## src/pkg/mcs_pkg.sv

```systemverilog
package mcs_pkg;

	localparam int MCS_AW = 6;
	localparam int MCS_DW = 8;
	localparam int MCS_NOISE_W = 6;
	localparam int MCS_WAIT_W = 16;
	localparam int MCS_PRE_W = 10;

	localparam logic [MCS_AW-1:0] ADDR_NOISE = 6'h23;
	localparam logic [MCS_AW-1:0] ADDR_WAIT_HI = 6'h24;
	localparam logic [MCS_AW-1:0] ADDR_WAIT_LO = 6'h25;
	localparam logic [MCS_AW-1:0] ADDR_FADDR_HI = 6'h26;
	localparam logic [MCS_AW-1:0] ADDR_FADDR_LO = 6'h27;
	localparam logic [MCS_AW-1:0] ADDR_FEATURES = 6'h2C;
	localparam logic [MCS_AW-1:0] ADDR_PREAMBLE = 6'h2F;
	localparam logic [MCS_AW-1:0] ADDR_SYNC3 = 6'h32;
	localparam logic [MCS_AW-1:0] ADDR_SYNC2 = 6'h33;
	localparam logic [MCS_AW-1:0] ADDR_SYNC1 = 6'h34;
	localparam logic [MCS_AW-1:0] ADDR_SYNC0 = 6'h35;
	localparam logic [MCS_AW-1:0] ADDR_CRC_HI = 6'h36;
	localparam logic [MCS_AW-1:0] ADDR_CRC_LO = 6'h37;

	localparam logic [MCS_DW-1:0] RST_FEATURES = 8'h00;
	localparam logic [MCS_DW-1:0] RST_PREAMBLE = 8'h27;
	localparam logic [MCS_DW-1:0] RST_SYNC3 = 8'h5E;
	localparam logic [MCS_DW-1:0] RST_SYNC2 = 8'hA6;
	localparam logic [MCS_DW-1:0] RST_SYNC1 = 8'hC1;
	localparam logic [MCS_DW-1:0] RST_SYNC0 = 8'h1D;
	localparam logic [MCS_DW-1:0] RST_CRC_HI = 8'h00;
	localparam logic [MCS_DW-1:0] RST_ZERO = 8'h00;

	localparam int FEAT_AUTO_TX = 7;
	localparam int FEAT_AUTO_REPLY = 6;
	localparam int FEAT_MOD_LSB = 2;
	localparam int FEAT_FEC_LSB = 0;
	localparam logic [MCS_DW-1:0] FEAT_WR_MASK = 8'hCF;

	localparam logic [MCS_PRE_W-1:0] PRE_EXTRA = 10'h007;
	localparam int PRE_SHIFT = 1;

	typedef enum logic [1:0] {
		MCS_MOD_OOK,
		MCS_MOD_OOK_INV,
		MCS_MOD_PPM,
		MCS_MOD_PPM_2B
	} mcs_mod_e;

	typedef enum logic [1:0] {
		MCS_FEC_OFF,
		MCS_FEC_1V33,
		MCS_FEC_1V66,
		MCS_FEC_2V00
	} mcs_fec_e;

	typedef struct packed {
		logic [MCS_AW-1:0] addr;
		logic wr;
		logic rd;
		logic [MCS_DW-1:0] wdata;
	} mcs_req_s;

	typedef struct packed {
		logic transmit_on_wake;
		logic auto_reply_enable;
		mcs_mod_e modulation_select;
		mcs_fec_e error_correction_rate;
		logic [MCS_DW-1:0] preamble_length_setting;
		logic [31:0] frame_sync_pattern;
		logic [15:0] check_polynomial;
	} mcs_cfg_s;

endpackage

```

## src/hdl/mcs_regs.sv

```systemverilog
`timescale 1ns/1ps
// Summary of operation
// - Noise register holds last AGC noise, top zero.
// - Count symbol ticks waited until sync detect.
// - Capture last frame address into two bytes.
// - Transmit-on-wake requests transmission after each wake.
// - Auto reply swaps receive and transmit after success.
// - Two-bit field selects modulation coding.
// - Two-bit field selects error correction rate.
// - Preamble lasts (setting plus seven) times two.
// - Sync pattern from four bytes, MSB lowest.
// - Polynomial from byte pair, high resets zero.
// - Address width select: set 16-bit, clear 8-bit.
module mcs_regs #(
	parameter logic [7:0] CRC_LO_RESET = 8'h00
) (
	input wire logic mclk,
	input wire logic rst_n,
	input wire mcs_pkg::mcs_req_s req,
	output logic [mcs_pkg::MCS_DW-1:0] rd_data,
	output logic rd_valid,
	output mcs_pkg::mcs_cfg_s cfg,
	output logic [mcs_pkg::MCS_PRE_W-1:0] preamble_symbols,
	input wire logic address_width_select,
	input wire logic agc_active,
	input wire logic noise_valid,
	input wire logic [mcs_pkg::MCS_NOISE_W-1:0] noise_level_indicator,
	input wire logic symbol_tick,
	input wire logic rx_waiting,
	input wire logic sync_detect,
	input wire logic frame_addr_valid,
	input wire logic [15:0] last_frame_address,
	input wire logic wake_event,
	input wire logic rx_success,
	input wire logic tx_success,
	input wire logic preamble_start,
	output logic preamble_active,
	output logic tx_request,
	output logic rx_request
);
	import mcs_pkg::*;

	typedef enum {MCS_PRE_IDLE, MCS_PRE_RUN} mcs_pre_e;

	logic [MCS_NOISE_W-1:0] noise_reg, noise_next;
	logic [15:0] faddr_reg, faddr_next;
	logic [MCS_DW-1:0] feat_reg, feat_next;
	logic [MCS_DW-1:0] pre_len_reg, pre_len_next;
	logic [31:0] sync_reg, sync_next;
	logic [15:0] crc_reg, crc_next;
	logic [MCS_DW-1:0] rd_data_reg, rd_data_next;
	logic rd_valid_reg, rd_valid_next;
	logic [MCS_WAIT_W-1:0] wait_count;
	logic tx_req_reg, tx_req_next;
	logic rx_req_reg, rx_req_next;
	mcs_pre_e pre_state_reg, pre_state_next;
	logic [MCS_PRE_W-1:0] pre_cnt_reg, pre_cnt_next;

	mcs_wait_counter #(
		.WIDTH(MCS_WAIT_W)
	) u_wait (
		.mclk(mclk),
		.rst_n(rst_n),
		.symbol_tick(symbol_tick),
		.rx_waiting(rx_waiting),
		.sync_detect(sync_detect),
		.wait_count(wait_count)
	);

	// Status capture and software writes share one next-state process.
	always_comb begin
		noise_next = noise_reg;
		faddr_next = faddr_reg;
		feat_next = feat_reg;
		pre_len_next = pre_len_reg;
		sync_next = sync_reg;
		crc_next = crc_reg;
		// Outside automatic gain the noise figure is meaningless, so keep the last one.
		if (noise_valid && agc_active) begin
			noise_next = noise_level_indicator;
		end
		if (frame_addr_valid) begin
			if (address_width_select) begin
				faddr_next = last_frame_address;
			end else begin
				faddr_next = {8'h00, last_frame_address[7:0]};
			end
		end
		if (req.wr) begin
			case (req.addr)
				ADDR_FEATURES: feat_next = req.wdata & FEAT_WR_MASK;
				ADDR_PREAMBLE: pre_len_next = req.wdata;
				ADDR_SYNC3: sync_next[31:24] = req.wdata;
				ADDR_SYNC2: sync_next[23:16] = req.wdata;
				ADDR_SYNC1: sync_next[15:8] = req.wdata;
				ADDR_SYNC0: sync_next[7:0] = req.wdata;
				ADDR_CRC_HI: crc_next[15:8] = req.wdata;
				ADDR_CRC_LO: crc_next[7:0] = req.wdata;
				default: ;
			endcase
		end
	end

	always_ff @(posedge mclk) begin
		if (!rst_n) begin
			noise_reg <= '0;
			faddr_reg <= '0;
			feat_reg <= RST_FEATURES;
			pre_len_reg <= RST_PREAMBLE;
			sync_reg <= {RST_SYNC3, RST_SYNC2, RST_SYNC1, RST_SYNC0};
			crc_reg <= {RST_CRC_HI, CRC_LO_RESET};
		end else begin
			noise_reg <= noise_next;
			faddr_reg <= faddr_next;
			feat_reg <= feat_next;
			pre_len_reg <= pre_len_next;
			sync_reg <= sync_next;
			crc_reg <= crc_next;
		end
	end

	// Read data is registered; the answer appears one cycle after the strobe.
	always_comb begin
		rd_valid_next = req.rd;
		rd_data_next = rd_data_reg;
		if (req.rd) begin
			case (req.addr)
				ADDR_NOISE: rd_data_next = {2'b00, noise_reg};
				ADDR_WAIT_HI: rd_data_next = wait_count[15:8];
				ADDR_WAIT_LO: rd_data_next = wait_count[7:0];
				ADDR_FADDR_HI: rd_data_next = faddr_reg[15:8];
				ADDR_FADDR_LO: rd_data_next = faddr_reg[7:0];
				ADDR_FEATURES: rd_data_next = feat_reg;
				ADDR_PREAMBLE: rd_data_next = pre_len_reg;
				ADDR_SYNC3: rd_data_next = sync_reg[31:24];
				ADDR_SYNC2: rd_data_next = sync_reg[23:16];
				ADDR_SYNC1: rd_data_next = sync_reg[15:8];
				ADDR_SYNC0: rd_data_next = sync_reg[7:0];
				ADDR_CRC_HI: rd_data_next = crc_reg[15:8];
				ADDR_CRC_LO: rd_data_next = crc_reg[7:0];
				default: rd_data_next = RST_ZERO;
			endcase
		end
	end

	always_ff @(posedge mclk) begin
		if (!rst_n) begin
			rd_data_reg <= RST_ZERO;
			rd_valid_reg <= 1'b0;
		end else begin
			rd_data_reg <= rd_data_next;
			rd_valid_reg <= rd_valid_next;
		end
	end

	assign rd_data = rd_data_reg;
	assign rd_valid = rd_valid_reg;

	always_comb begin
		cfg.transmit_on_wake = feat_reg[FEAT_AUTO_TX];
		cfg.auto_reply_enable = feat_reg[FEAT_AUTO_REPLY];
		cfg.modulation_select = mcs_mod_e'(feat_reg[FEAT_MOD_LSB +: 2]);
		cfg.error_correction_rate = mcs_fec_e'(feat_reg[FEAT_FEC_LSB +: 2]);
		cfg.preamble_length_setting = pre_len_reg;
		cfg.frame_sync_pattern = sync_reg;
		cfg.check_polynomial = crc_reg;
	end

	assign preamble_symbols = ({2'b00, pre_len_reg} + PRE_EXTRA) << PRE_SHIFT;

	// A reply request wins over nothing else: both can fire when events coincide.
	always_comb begin
		tx_req_next = (wake_event && cfg.transmit_on_wake)
			|| (rx_success && cfg.auto_reply_enable);
		rx_req_next = tx_success && cfg.auto_reply_enable;
	end

	always_ff @(posedge mclk) begin
		if (!rst_n) begin
			tx_req_reg <= 1'b0;
			rx_req_reg <= 1'b0;
		end else begin
			tx_req_reg <= tx_req_next;
			rx_req_reg <= rx_req_next;
		end
	end

	assign tx_request = tx_req_reg;
	assign rx_request = rx_req_reg;

	// The length is sampled live, so software must not change it mid-preamble.
	always_comb begin
		pre_state_next = pre_state_reg;
		pre_cnt_next = pre_cnt_reg;
		case (pre_state_reg)
			MCS_PRE_IDLE: begin
				if (preamble_start) begin
					pre_state_next = MCS_PRE_RUN;
					pre_cnt_next = '0;
				end
			end
			MCS_PRE_RUN: begin
				if (symbol_tick) begin
					pre_cnt_next = pre_cnt_reg + 1'b1;
					if (pre_cnt_next == preamble_symbols) begin
						pre_state_next = MCS_PRE_IDLE;
					end
				end
			end
			default: pre_state_next = MCS_PRE_IDLE;
		endcase
	end

	always_ff @(posedge mclk) begin
		if (!rst_n) begin
			pre_state_reg <= MCS_PRE_IDLE;
			pre_cnt_reg <= '0;
		end else begin
			pre_state_reg <= pre_state_next;
			pre_cnt_reg <= pre_cnt_next;
		end
	end

	assign preamble_active = (pre_state_reg == MCS_PRE_RUN);

	noise_capture_a: assert property (@(posedge mclk) disable iff (!rst_n)
		noise_valid && agc_active ##1 req.rd && req.addr == ADDR_NOISE
		|=> rd_data == {2'b00, $past(noise_level_indicator, 2)})
		else $error("noise level not reported");
	noise_top_zero_a: assert property (@(posedge mclk) disable iff (!rst_n)
		rd_valid && $past(req.addr) == ADDR_NOISE |-> rd_data[7:6] == 2'b00)
		else $error("noise top bits not zero");
	short_addr_a: assert property (@(posedge mclk) disable iff (!rst_n)
		frame_addr_valid && !address_width_select
		|=> faddr_reg == {8'h00, $past(last_frame_address[7:0])})
		else $error("8-bit frame address capture wrong");
	wake_tx_a: assert property (@(posedge mclk) disable iff (!rst_n)
		wake_event && cfg.transmit_on_wake |=> tx_request ##1 !tx_request
		|| $past(wake_event) || $past(rx_success))
		else $error("no transmit after wake");
	reply_swap_a: assert property (@(posedge mclk) disable iff (!rst_n)
		tx_success && cfg.auto_reply_enable |=> rx_request)
		else $error("no receive request after transmit");
	no_reply_a: assert property (@(posedge mclk) disable iff (!rst_n)
		!cfg.auto_reply_enable && !cfg.transmit_on_wake |=> !tx_request)
		else $error("transmit request without enable");
	mod_write_a: assert property (@(posedge mclk) disable iff (!rst_n)
		req.wr && req.addr == ADDR_FEATURES
		|=> cfg.modulation_select == mcs_mod_e'($past(req.wdata[3:2]))
		&& cfg.error_correction_rate == mcs_fec_e'($past(req.wdata[1:0])))
		else $error("coding fields not taken from write");
	preamble_len_a: assert property (@(posedge mclk) disable iff (!rst_n)
		pre_state_reg == MCS_PRE_RUN && symbol_tick
		&& pre_cnt_reg + 1'b1 == preamble_symbols |=> !preamble_active)
		else $error("preamble did not end on count");
	preamble_sum_a: assert property (@(posedge mclk) disable iff (!rst_n)
		preamble_symbols == 2 * (pre_len_reg + 7))
		else $error("preamble length formula wrong");
	sync_order_a: assert property (@(posedge mclk) disable iff (!rst_n)
		req.wr && req.addr == ADDR_SYNC3
		|=> cfg.frame_sync_pattern[31:24] == $past(req.wdata))
		else $error("sync top byte not from lowest address");
	crc_reset_a: assert property (@(posedge mclk)
		!rst_n |=> cfg.check_polynomial[15:8] == 8'h00)
		else $error("polynomial high byte not reset");
	ro_write_a: assert property (@(posedge mclk) disable iff (!rst_n)
		req.wr && req.addr == ADDR_FADDR_LO && !frame_addr_valid
		|=> $stable(faddr_reg))
		else $error("read-only register was written");
	rsvd_read_a: assert property (@(posedge mclk) disable iff (!rst_n)
		req.rd && req.addr == 6'h28 |=> rd_data == 8'h00)
		else $error("reserved read not zero");

	pre_run_c: cover property (@(posedge mclk) disable iff (!rst_n)
		$fell(preamble_active));
	reply_c: cover property (@(posedge mclk) disable iff (!rst_n)
		rx_request);
	wake_c: cover property (@(posedge mclk) disable iff (!rst_n)
		wake_event && cfg.transmit_on_wake);
	wait_rd_c: cover property (@(posedge mclk) disable iff (!rst_n)
		req.rd && req.addr == ADDR_WAIT_LO && wait_count != '0);

endmodule // mcs_regs

```

## src/hdl/mcs_wait_counter.sv

```systemverilog
`timescale 1ns/1ps
module mcs_wait_counter #(
	parameter int WIDTH = mcs_pkg::MCS_WAIT_W
) (
	input wire logic mclk,
	input wire logic rst_n,
	input wire logic symbol_tick,
	input wire logic rx_waiting,
	input wire logic sync_detect,
	output logic [WIDTH-1:0] wait_count
);
	import mcs_pkg::*;

	logic [WIDTH-1:0] run_reg, run_next;
	logic [WIDTH-1:0] hold_reg, hold_next;

	// The running count saturates so a very long wait never wraps to a small value.
	always_comb begin
		run_next = run_reg;
		hold_next = hold_reg;
		if (sync_detect) begin
			hold_next = run_reg;
			run_next = '0;
		end else if (!rx_waiting) begin
			run_next = '0;
		end else if (symbol_tick && run_reg != {WIDTH{1'b1}}) begin
			run_next = run_reg + 1'b1;
		end
	end

	always_ff @(posedge mclk) begin
		if (!rst_n) begin
			run_reg <= '0;
			hold_reg <= '0;
		end else begin
			run_reg <= run_next;
			hold_reg <= hold_next;
		end
	end

	assign wait_count = hold_reg;

	wait_capture_a: assert property (@(posedge mclk) disable iff (!rst_n)
		sync_detect |=> wait_count == $past(run_reg))
		else $error("wait count not captured at sync detect");
	wait_count_up_a: assert property (@(posedge mclk) disable iff (!rst_n)
		rx_waiting && !sync_detect && symbol_tick && !(&run_reg)
		|=> run_reg == $past(run_reg) + 1'b1)
		else $error("wait counter missed a symbol tick");

endmodule // mcs_wait_counter

```

## config.mk

```make
export PLATFORM = sky130hd
export DESIGN_NAME = mcs_regs
export DESIGN_NICKNAME = d
export VERILOG_FILES = /design/src/pkg/mcs_pkg.sv /design/src/hdl/mcs_regs.sv /design/src/hdl/mcs_wait_counter.sv
export SDC_FILE = /design/constraint.sdc
export NUM_CORES = 1
export LEC_CHECK = 0
export BUFFER_PORTS_ARGS = -buffer_cell sky130_fd_sc_hd__buf_2
export CAP_MARGIN = 10
export CORE_UTILIZATION = 28
export DETAILED_ROUTE_END_ITERATION = 6
export PLACE_DENSITY = 0.56
export REMOVE_ABC_BUFFERS = 1
export SLEW_MARGIN = 5
export SYNTH_ARGS = -nofsm -noshare
export SYNTH_HDL_FRONTEND = slang
export SYNTH_SLANG_ARGS = --single-unit
```

## constraint.sdc

```tcl
create_clock -name mclk -period 2.1 [get_ports mclk]
set_input_delay 0.105 -clock mclk [delete_from_list [all_inputs] [get_ports mclk]]
set_output_delay 0.105 -clock mclk [all_outputs]
set_load 0.01 [all_outputs]
```

==> impl_metrics.env, run 1 <==
export IMPL_status="complete, no violations"
export IMPL_finalWorstPathRequiredPeriod_ps=1899
export IMPL_detailed_place_hpwl_mm=15.92
export IMPL_grt_max_degree=72
export IMPL_power_density_nw_per_um2=711.4
export IMPL_netlist_area_um2=6887
export IMPL_slew_headroom_pct=50.07
export IMPL_count_of_boundary_i_o_pins=135
export IMPL_design_die_area_um2=25230
export IMPL_path_clk_slew_ps=60
export IMPL_vdd_ir_drop_max_v=0.0004056
export IMPL_slew_worst_pin_ps=749.0
export IMPL_final_min_period_over_clock_period_pct=90.42
export IMPL_path_cells="inv_1 -> ha_1 -> nor2b_1 -> or3_1 -> nand2_1 -> buf_2"
export IMPL_critical_path_slowest_cell="sky130_fd_sc_hd__or3_1"
export IMPL_h_tree_depth=4
export IMPL_synth_top_area_share_pct=40.12
export IMPL_worst_r2r_startpoint="pre_len_reg[3]"
export IMPL_core_um2=24250
export IMPL_cp_required_ps=2000
export IMPL_timing_reg2reg_worst_path_depth=5
export IMPL_finish_net_count=940
export IMPL_globalRoute_totalOverflow=0
export IMPL_first_global_vias=5696
export IMPL_drtAntennaViolNets=0
export IMPL_async_reset_ff_share_pct=0
export IMPL_initial_utilization_pct=28.40
export IMPL_grt_first_pass_wirelength_mm=34.01
export IMPL_hold_path_endpoint="noise_reg[2]"
export IMPL_rows=57
export IMPL_tritoncts="built"
export IMPL_power_leakage_nw=3.620
export IMPL_post_synth_num_cell_types=64
export IMPL_place_gp_congestion=0.7957
export IMPL_cp_max_fo=4
export IMPL_antenna_found_initial=0
export IMPL_clock_sinks=138
export IMPL_ys_warnings_count=0
export IMPL_floorplan_die_height_um=158.8
export IMPL_place_port_buffers=133
export IMPL_cts_buffers_inserted=17
export IMPL_critPathArrivalTime_ps=1790
export IMPL_detail_route_wirelength_mm=21.80
export IMPL_critical_path_max_stage_delay_ps=360
export IMPL_finalSetupViolations=0
export IMPL_final_max_slew_violation_count=0
export IMPL_drt_initial_drc_count=393
export IMPL_drv_max_cap_violation_count=0
export IMPL_layout_drive_gt1_share_pct=24.92
export IMPL_setup_worst_path_end_class="output port"
export IMPL_worstHoldPathType="primary input to flip-flop"
export IMPL_yosysTopAreaCell="sky130_fd_sc_hd__dfxtp_1"
export IMPL_remaining_drc_errors=0
export IMPL_worst_r2r_endpoint="pre_state_reg[0]"
export IMPL_worst_r2r_setup_slack_ps=240
export IMPL_drt_first_pass_iters=5
export IMPL_worst_hold_path_num_cells=3
export IMPL_largest_register_ff_count=32
export IMPL_hold_viol_final=0
export IMPL_antenna_cells=0
export IMPL_route_detailed_vias_per_inst=4.871
export IMPL_yosys_cell_count_top_type="sky130_fd_sc_hd__dfxtp_1"
export IMPL_register_bit_count_reported_by_yosys=138
export IMPL_vias_after_detailed_routing=5957
export IMPL_hold_path_startpoint="noise_valid"
export IMPL_synth_enable_flop_cells=0
export IMPL_die_width_um=158.8
export IMPL_cts_root_buffer="sky130_fd_sc_hd__clkbuf_16"
export IMPL_cts_max_path_buffers=2
export IMPL_path_class="flip-flop to output port"
export IMPL_synth_top_cells_by_area="sky130_fd_sc_hd__dfxtp_1 (40%), sky130_fd_sc_hd__mux2i_1 (9.6%), sky130_fd_sc_hd__nor2b_1 (8.0%), sky130_fd_sc_hd__nand2_1 (4.4%), sky130_fd_sc_hd__mux4_2 (4.3%)"
export IMPL_syn_instance_count=737
export IMPL_synth_main_ff_cell="sky130_fd_sc_hd__dfxtp_1"
export IMPL_rsz0062_at_grt="false"
export IMPL_drt_wirelength_per_cell_um=17.82
export IMPL_gr_usage_all_layers_pct=17.36
export IMPL_synth_top_cells_by_count="sky130_fd_sc_hd__dfxtp_1 (138), sky130_fd_sc_hd__nor2b_1 (88), sky130_fd_sc_hd__nand2_1 (80)"
export IMPL_final_setup_skew_ps=8.032
export IMPL_utilization_pct=36.32
export IMPL_worstSetupStartpointType="flip-flop"
export IMPL_worst_skew_pair_late_latency_ps=420
export IMPL_setup_tns_ps=0
export IMPL_area_growth_syn_to_layout_pct=27.89
export IMPL_post_synth_cell_area_avg_um2=9.344
export IMPL_top_achievable_clock_speed_mhz=526.6
export IMPL_ys_seq_area_share_pct=40.12
-- metrics by stage --
step	total power (W)	worst slack [ps]	std cells	area (µm²)	hold WS [ps]
2_1_floorplan	0.002888	-16.31	675	6608	166.9
3_3_place_gp	0.003142	197.3	1165	7926	346.5
3_5_place_dp	0.003143	144.0	1165	7926	356.9
4_1_cts	0.006336	114.5	1223	8801	3.684
5_1_grt	0.006475	73.98	1223	8807	12.85
6_report	0.006266	201.1	1223	8807	18.47
-- worst max-delay path by stage --
stage	startpoint	to	slack (ps)	cells after the start
6_report	pre_len_reg[0]	preamble_symbols[7]	200	6
3_3_place_gp	pre_len_reg[0]	pre_state_reg[0]	200	7
3_5_place_dp	pre_len_reg[0]	pre_state_reg[0]	140	7
2_1_floorplan	pre_len_reg[0]	pre_state_reg[0]	-20	7
4_1_cts	pre_len_reg[0]	pre_state_reg[0]	110	7
5_1_grt	pre_len_reg[0]	preamble_symbols[7]	70	6
-- area by class of cell --
class	count	area (µm²)
clock buffer	17	425.4
clock inverter	15	188.9
fill	2514	15440
inverter	5	18.77
multi-input combinational	532	3832
sequential	138	2763
tap	324	405.4
timing repair buffer	192	1174
-- logic make-up (layout without fill, tap and decap cells) --
| family | count (synthesis) | count (layout) | share of synthesized area (%) |
|---|---|---|---|
| compound gates | 109 | 109 | 11.74 |
| simple gates | 305 | 305 | 24.44 |
| xor+xnor | 33 | 33 | 4.615 |
| mux | 81 | 81 | 14.17 |
| other cells | 1 | 1 | 0.05445 |
| fa+ha+maj | 3 | 3 | 0.5451 |
| flops | 138 | 138 | 40.12 |
| buf+inv | 67 | 229 | 4.324 |
-- worst max-delay path: cells and delay by family, from the launching register on --
kind | cells | cell delay, ps
flops | 1 | 320
simple gates | 3 | 620
fa+ha+maj | 1 | 240
buf+inv | 2 | 190
-- layer usage --
metal	share of wire (%)	wire (µm)	track usage [%]	up-vias
met1	48	10380	24.23	2827
met4	1.3	282	4.678	0
met2	45	9821	26.57	173
li1	-	-	-	2939
met5	0	0	0	-
met3	6.0	1313	4.075	18
-- report_power, final --
group | total (W) | internal [W] | switching, W
Combinational | 0.000440 | 0.000202 | 0.000238
Clock | 0.00315 | 0.00189 | 0.00126
Sequential | 0.00268 | 0.00265 | 0.0000293
-- cell usage in the layout, fill, tap and decap left out, types with 4 or more instances in the layout --
| cell type | count |
|---|---|
| sky130_fd_sc_hd__inv_6 | 6 |
| sky130_fd_sc_hd__o211ai_1 | 6 |
| sky130_fd_sc_hd__mux4_2 | 13 |
| sky130_fd_sc_hd__o21ai_0 | 4 |
| sky130_fd_sc_hd__nor3_1 | 7 |
| sky130_fd_sc_hd__a22o_1 | 15 |
| sky130_fd_sc_hd__buf_4 | 33 |
| sky130_fd_sc_hd__nor2b_1 | 88 |
| sky130_fd_sc_hd__nor3b_1 | 10 |
| sky130_fd_sc_hd__a211oi_1 | 4 |
| sky130_fd_sc_hd__clkbuf_16 | 17 |
| sky130_fd_sc_hd__a21oi_1 | 23 |
| sky130_fd_sc_hd__a21boi_0 | 19 |
| sky130_fd_sc_hd__mux2i_1 | 66 |
| sky130_fd_sc_hd__and4_1 | 4 |
| sky130_fd_sc_hd__nand4_1 | 15 |
| sky130_fd_sc_hd__nor2_1 | 13 |
| sky130_fd_sc_hd__a22oi_1 | 7 |
| sky130_fd_sc_hd__xnor2_1 | 20 |
| sky130_fd_sc_hd__clkinvlp_4 | 5 |
| sky130_fd_sc_hd__dfxtp_1 | 138 |
| sky130_fd_sc_hd__nand2_1 | 80 |
| sky130_fd_sc_hd__a32oi_1 | 4 |
| sky130_fd_sc_hd__nand3_1 | 45 |
| sky130_fd_sc_hd__dlygate4sd3_1 | 26 |
| sky130_fd_sc_hd__buf_2 | 133 |
| sky130_fd_sc_hd__and3_1 | 14 |
| sky130_fd_sc_hd__inv_1 | 5 |
| sky130_fd_sc_hd__xor2_1 | 11 |
-- what timing repair did --
item                                    4_1_cts  5_1_grt
endpoints found under the setup margin        0        1
resized for setup                             0        1
hold endpoints to repair                     25        0
hold buffers                                 26        0
setup buffers                                 0        0
(Power assumes the default switching activity.)
==> run 2, diff against run 1 <==
==> constraint.sdc (replaced) <==
create_clock -name mclk -period 2.1 [get_ports mclk]
set_input_delay 0.315 -clock mclk [delete_from_list [all_inputs] [get_ports mclk]]
set_output_delay 0.315 -clock mclk [all_outputs]
set_load 0.01 [all_outputs]
==> run 2 against run 1 <==
Against the previous run:
- routed wire length fell by 1.1%
- die area did not move
- sequential power barely moved
- critical path type unchanged
- design area fell by 1.7%
==> impl_metrics.env, run 2 (synthesis gave the netlist of run 1 again) <==
export IMPL_status="complete, no violations"
export IMPL_path_clk_slew_ps=60
export IMPL_gr_usage_all_layers_pct=16.99
export IMPL_globalRoute_totalOverflow=0
export IMPL_hold_viol_final=0
export IMPL_grt_first_pass_wirelength_mm=32.85
export IMPL_final_max_slew_violation_count=0
export IMPL_clock_sinks=138
export IMPL_largest_register_ff_count=32
export IMPL_slew_worst_pin_ps=762.0
export IMPL_area_growth_syn_to_layout_pct=25.67
export IMPL_die_width_um=158.8
export IMPL_multiInputGateArea_um2=3851
export IMPL_cts_post_setup_buffers_inserted=0
export IMPL_rsz0062_at_grt="false"
export IMPL_power_leakage_nw=3.553
export IMPL_floorplan_die_height_um=158.8
export IMPL_worstSetupStartpointType="flip-flop"
export IMPL_vias_after_detailed_routing=5862
export IMPL_layout_drive_gt1_share_pct=26.74
export IMPL_drt_first_pass_iters=5
export IMPL_path_cells="nand4_1 -> or3_1 -> nand2_1 -> buf_2"
export IMPL_final_cell_area_um2=8655
export IMPL_timing_reg2reg_worst_path_depth=7
export IMPL_cp_max_fo=7
export IMPL_detailed_place_hpwl_mm=16.13
export IMPL_timing_critical_path_to="preamble_symbols[8]"
export IMPL_cts_max_path_buffers=2
export IMPL_worst_r2r_startpoint="pre_len_reg[1]"
export IMPL_first_global_vias=5478
export IMPL_vdd_ir_drop_max_v=0.0004212
export IMPL_final_min_period_over_clock_period_pct=96.15
export IMPL_post_cts_hold_buffer_count=0
export IMPL_path_class="flip-flop to output port"
export IMPL_cts_buffers_inserted=17
export IMPL_cp_required_ps=1780
export IMPL_setup_worst_path_end_class="output port"
export IMPL_place_port_buffers=133
export IMPL_final_setup_skew_ps=8.191
export IMPL_worst_skew_pair_late_latency_ps=420
export IMPL_detail_route_wirelength_mm=21.55
export IMPL_power_total_w=0.006434
export IMPL_critPathArrivalTime_ps=1700
export IMPL_worst_r2r_setup_slack_ps=230
export IMPL_seqCellArea_um2=2766
export IMPL_drt_wirelength_per_cell_um=17.97
export IMPL_finish_net_count=916
export IMPL_slew_headroom_pct=49.10
export IMPL_power_density_nw_per_um2=743.5
export IMPL_route_detailed_vias_per_inst=4.889
export IMPL_initial_utilization_pct=28.40
export IMPL_h_tree_depth=4
export IMPL_critical_path_slowest_cell="sky130_fd_sc_hd__dfxtp_1"
export IMPL_finalNonFillerCells=1199
export IMPL_rows=57
export IMPL_count_of_boundary_i_o_pins=135
export IMPL_crit_start="pre_len_reg[5]"
export IMPL_design_die_area_um2=25230
export IMPL_tritoncts="built"
export IMPL_placed_standard_cell_area_um2=7966
export IMPL_drt_initial_drc_count=398
export IMPL_layout_filler_cells=2533
export IMPL_worst_r2r_endpoint="pre_state_reg[0]"
export IMPL_place_gp_congestion=0.8037
export IMPL_grt_max_degree=107
export IMPL_finalSetupViolations=0
export IMPL_drtAntennaViolNets=0
export IMPL_numPlacedInstances=1167
export IMPL_antenna_found_initial=0
export IMPL_worstHoldPathType="primary input to flip-flop"
export IMPL_cts_root_buffer="sky130_fd_sc_hd__clkbuf_16"
export IMPL_hold_path_startpoint="tx_success"
export IMPL_core_um2=24250
export IMPL_critical_path_max_stage_delay_ps=520
export IMPL_drv_max_cap_violation_count=0
export IMPL_top_achievable_clock_speed_mhz=495.3
export IMPL_layout_commonest_cell="sky130_fd_sc_hd__dfxtp_1"
export IMPL_remaining_drc_errors=0
export IMPL_antenna_cells=0
export IMPL_finalWorstPathRequiredPeriod_ps=2019
export IMPL_mostFrequentLayoutCells="sky130_fd_sc_hd__dfxtp_1 (135), sky130_fd_sc_hd__buf_2 (133), sky130_fd_sc_hd__nor2b_1 (87)"
## run 2: repair_timing
| item | 4_1_cts | 5_1_grt |
|---|---|---|
| setup endpoints to repair | 1 | 3 |
| resized for setup | 2 | 10 |
| endpoints found under the hold margin | 0 | 0 |
| pin swaps | 0 | 1 |
## run 2: per-stage QoR
stage | setup TNS (ps) | worst slack (ps) | hold WS [ps] | utilization (%)
2_1_floorplan | -16.31 | -16.31 | 376.9 | -
3_3_place_gp | 0 | 150.2 | 454.2 | 32.85
3_5_place_dp | 0 | 112.3 | 461.8 | 32.85
4_1_cts | 0 | 21.51 | 119.4 | 35.60
5_1_grt | 0 | 4.599 | 142.4 | 35.69
6_report | 0 | 80.85 | 134.4 | 35.69
## run 2: critical path, delay by kind of cell (launching register included)
family | cells | cell delay [ps]
and+or+nand+nor | 3 | 630
buffers and inverters | 1 | 130
DFF | 1 | 520
## run 2: layout make-up
class / count / area share (%)
repair buffers: 168 / 11.02
flip-flops and latches: 138 / 31.96
inverters: 5 / 0.2169
well taps: 324 / 4.684
clock inverters: 14 / 2.544
multi-input cells: 532 / 44.50
clock buffers: 18 / 5.074
## run 2: worst min path at each step
stage                          end  slack (ps)  cells after the start
global placement      noise_reg[1]         450                      2
CTS                     rx_request         120                      2
floorplan           pre_len_reg[2]         380                      1
detailed placement    noise_reg[1]         460                      2
global route            rx_request         140                      2
finish                  rx_request         130                      2
## run 2: power by group
group          internal (W)  switching [W]
clock               0.00214        0.00120
combinational      0.000178       0.000231
sequential          0.00265      0.0000295
total               0.00497        0.00146
## run 2: routing by layer
layer	wire length (µm)	track usage, %
met1	10690	24.04
met2	9561	25.78
met3	987	3.396
met4	309	5.163
met5	0	0
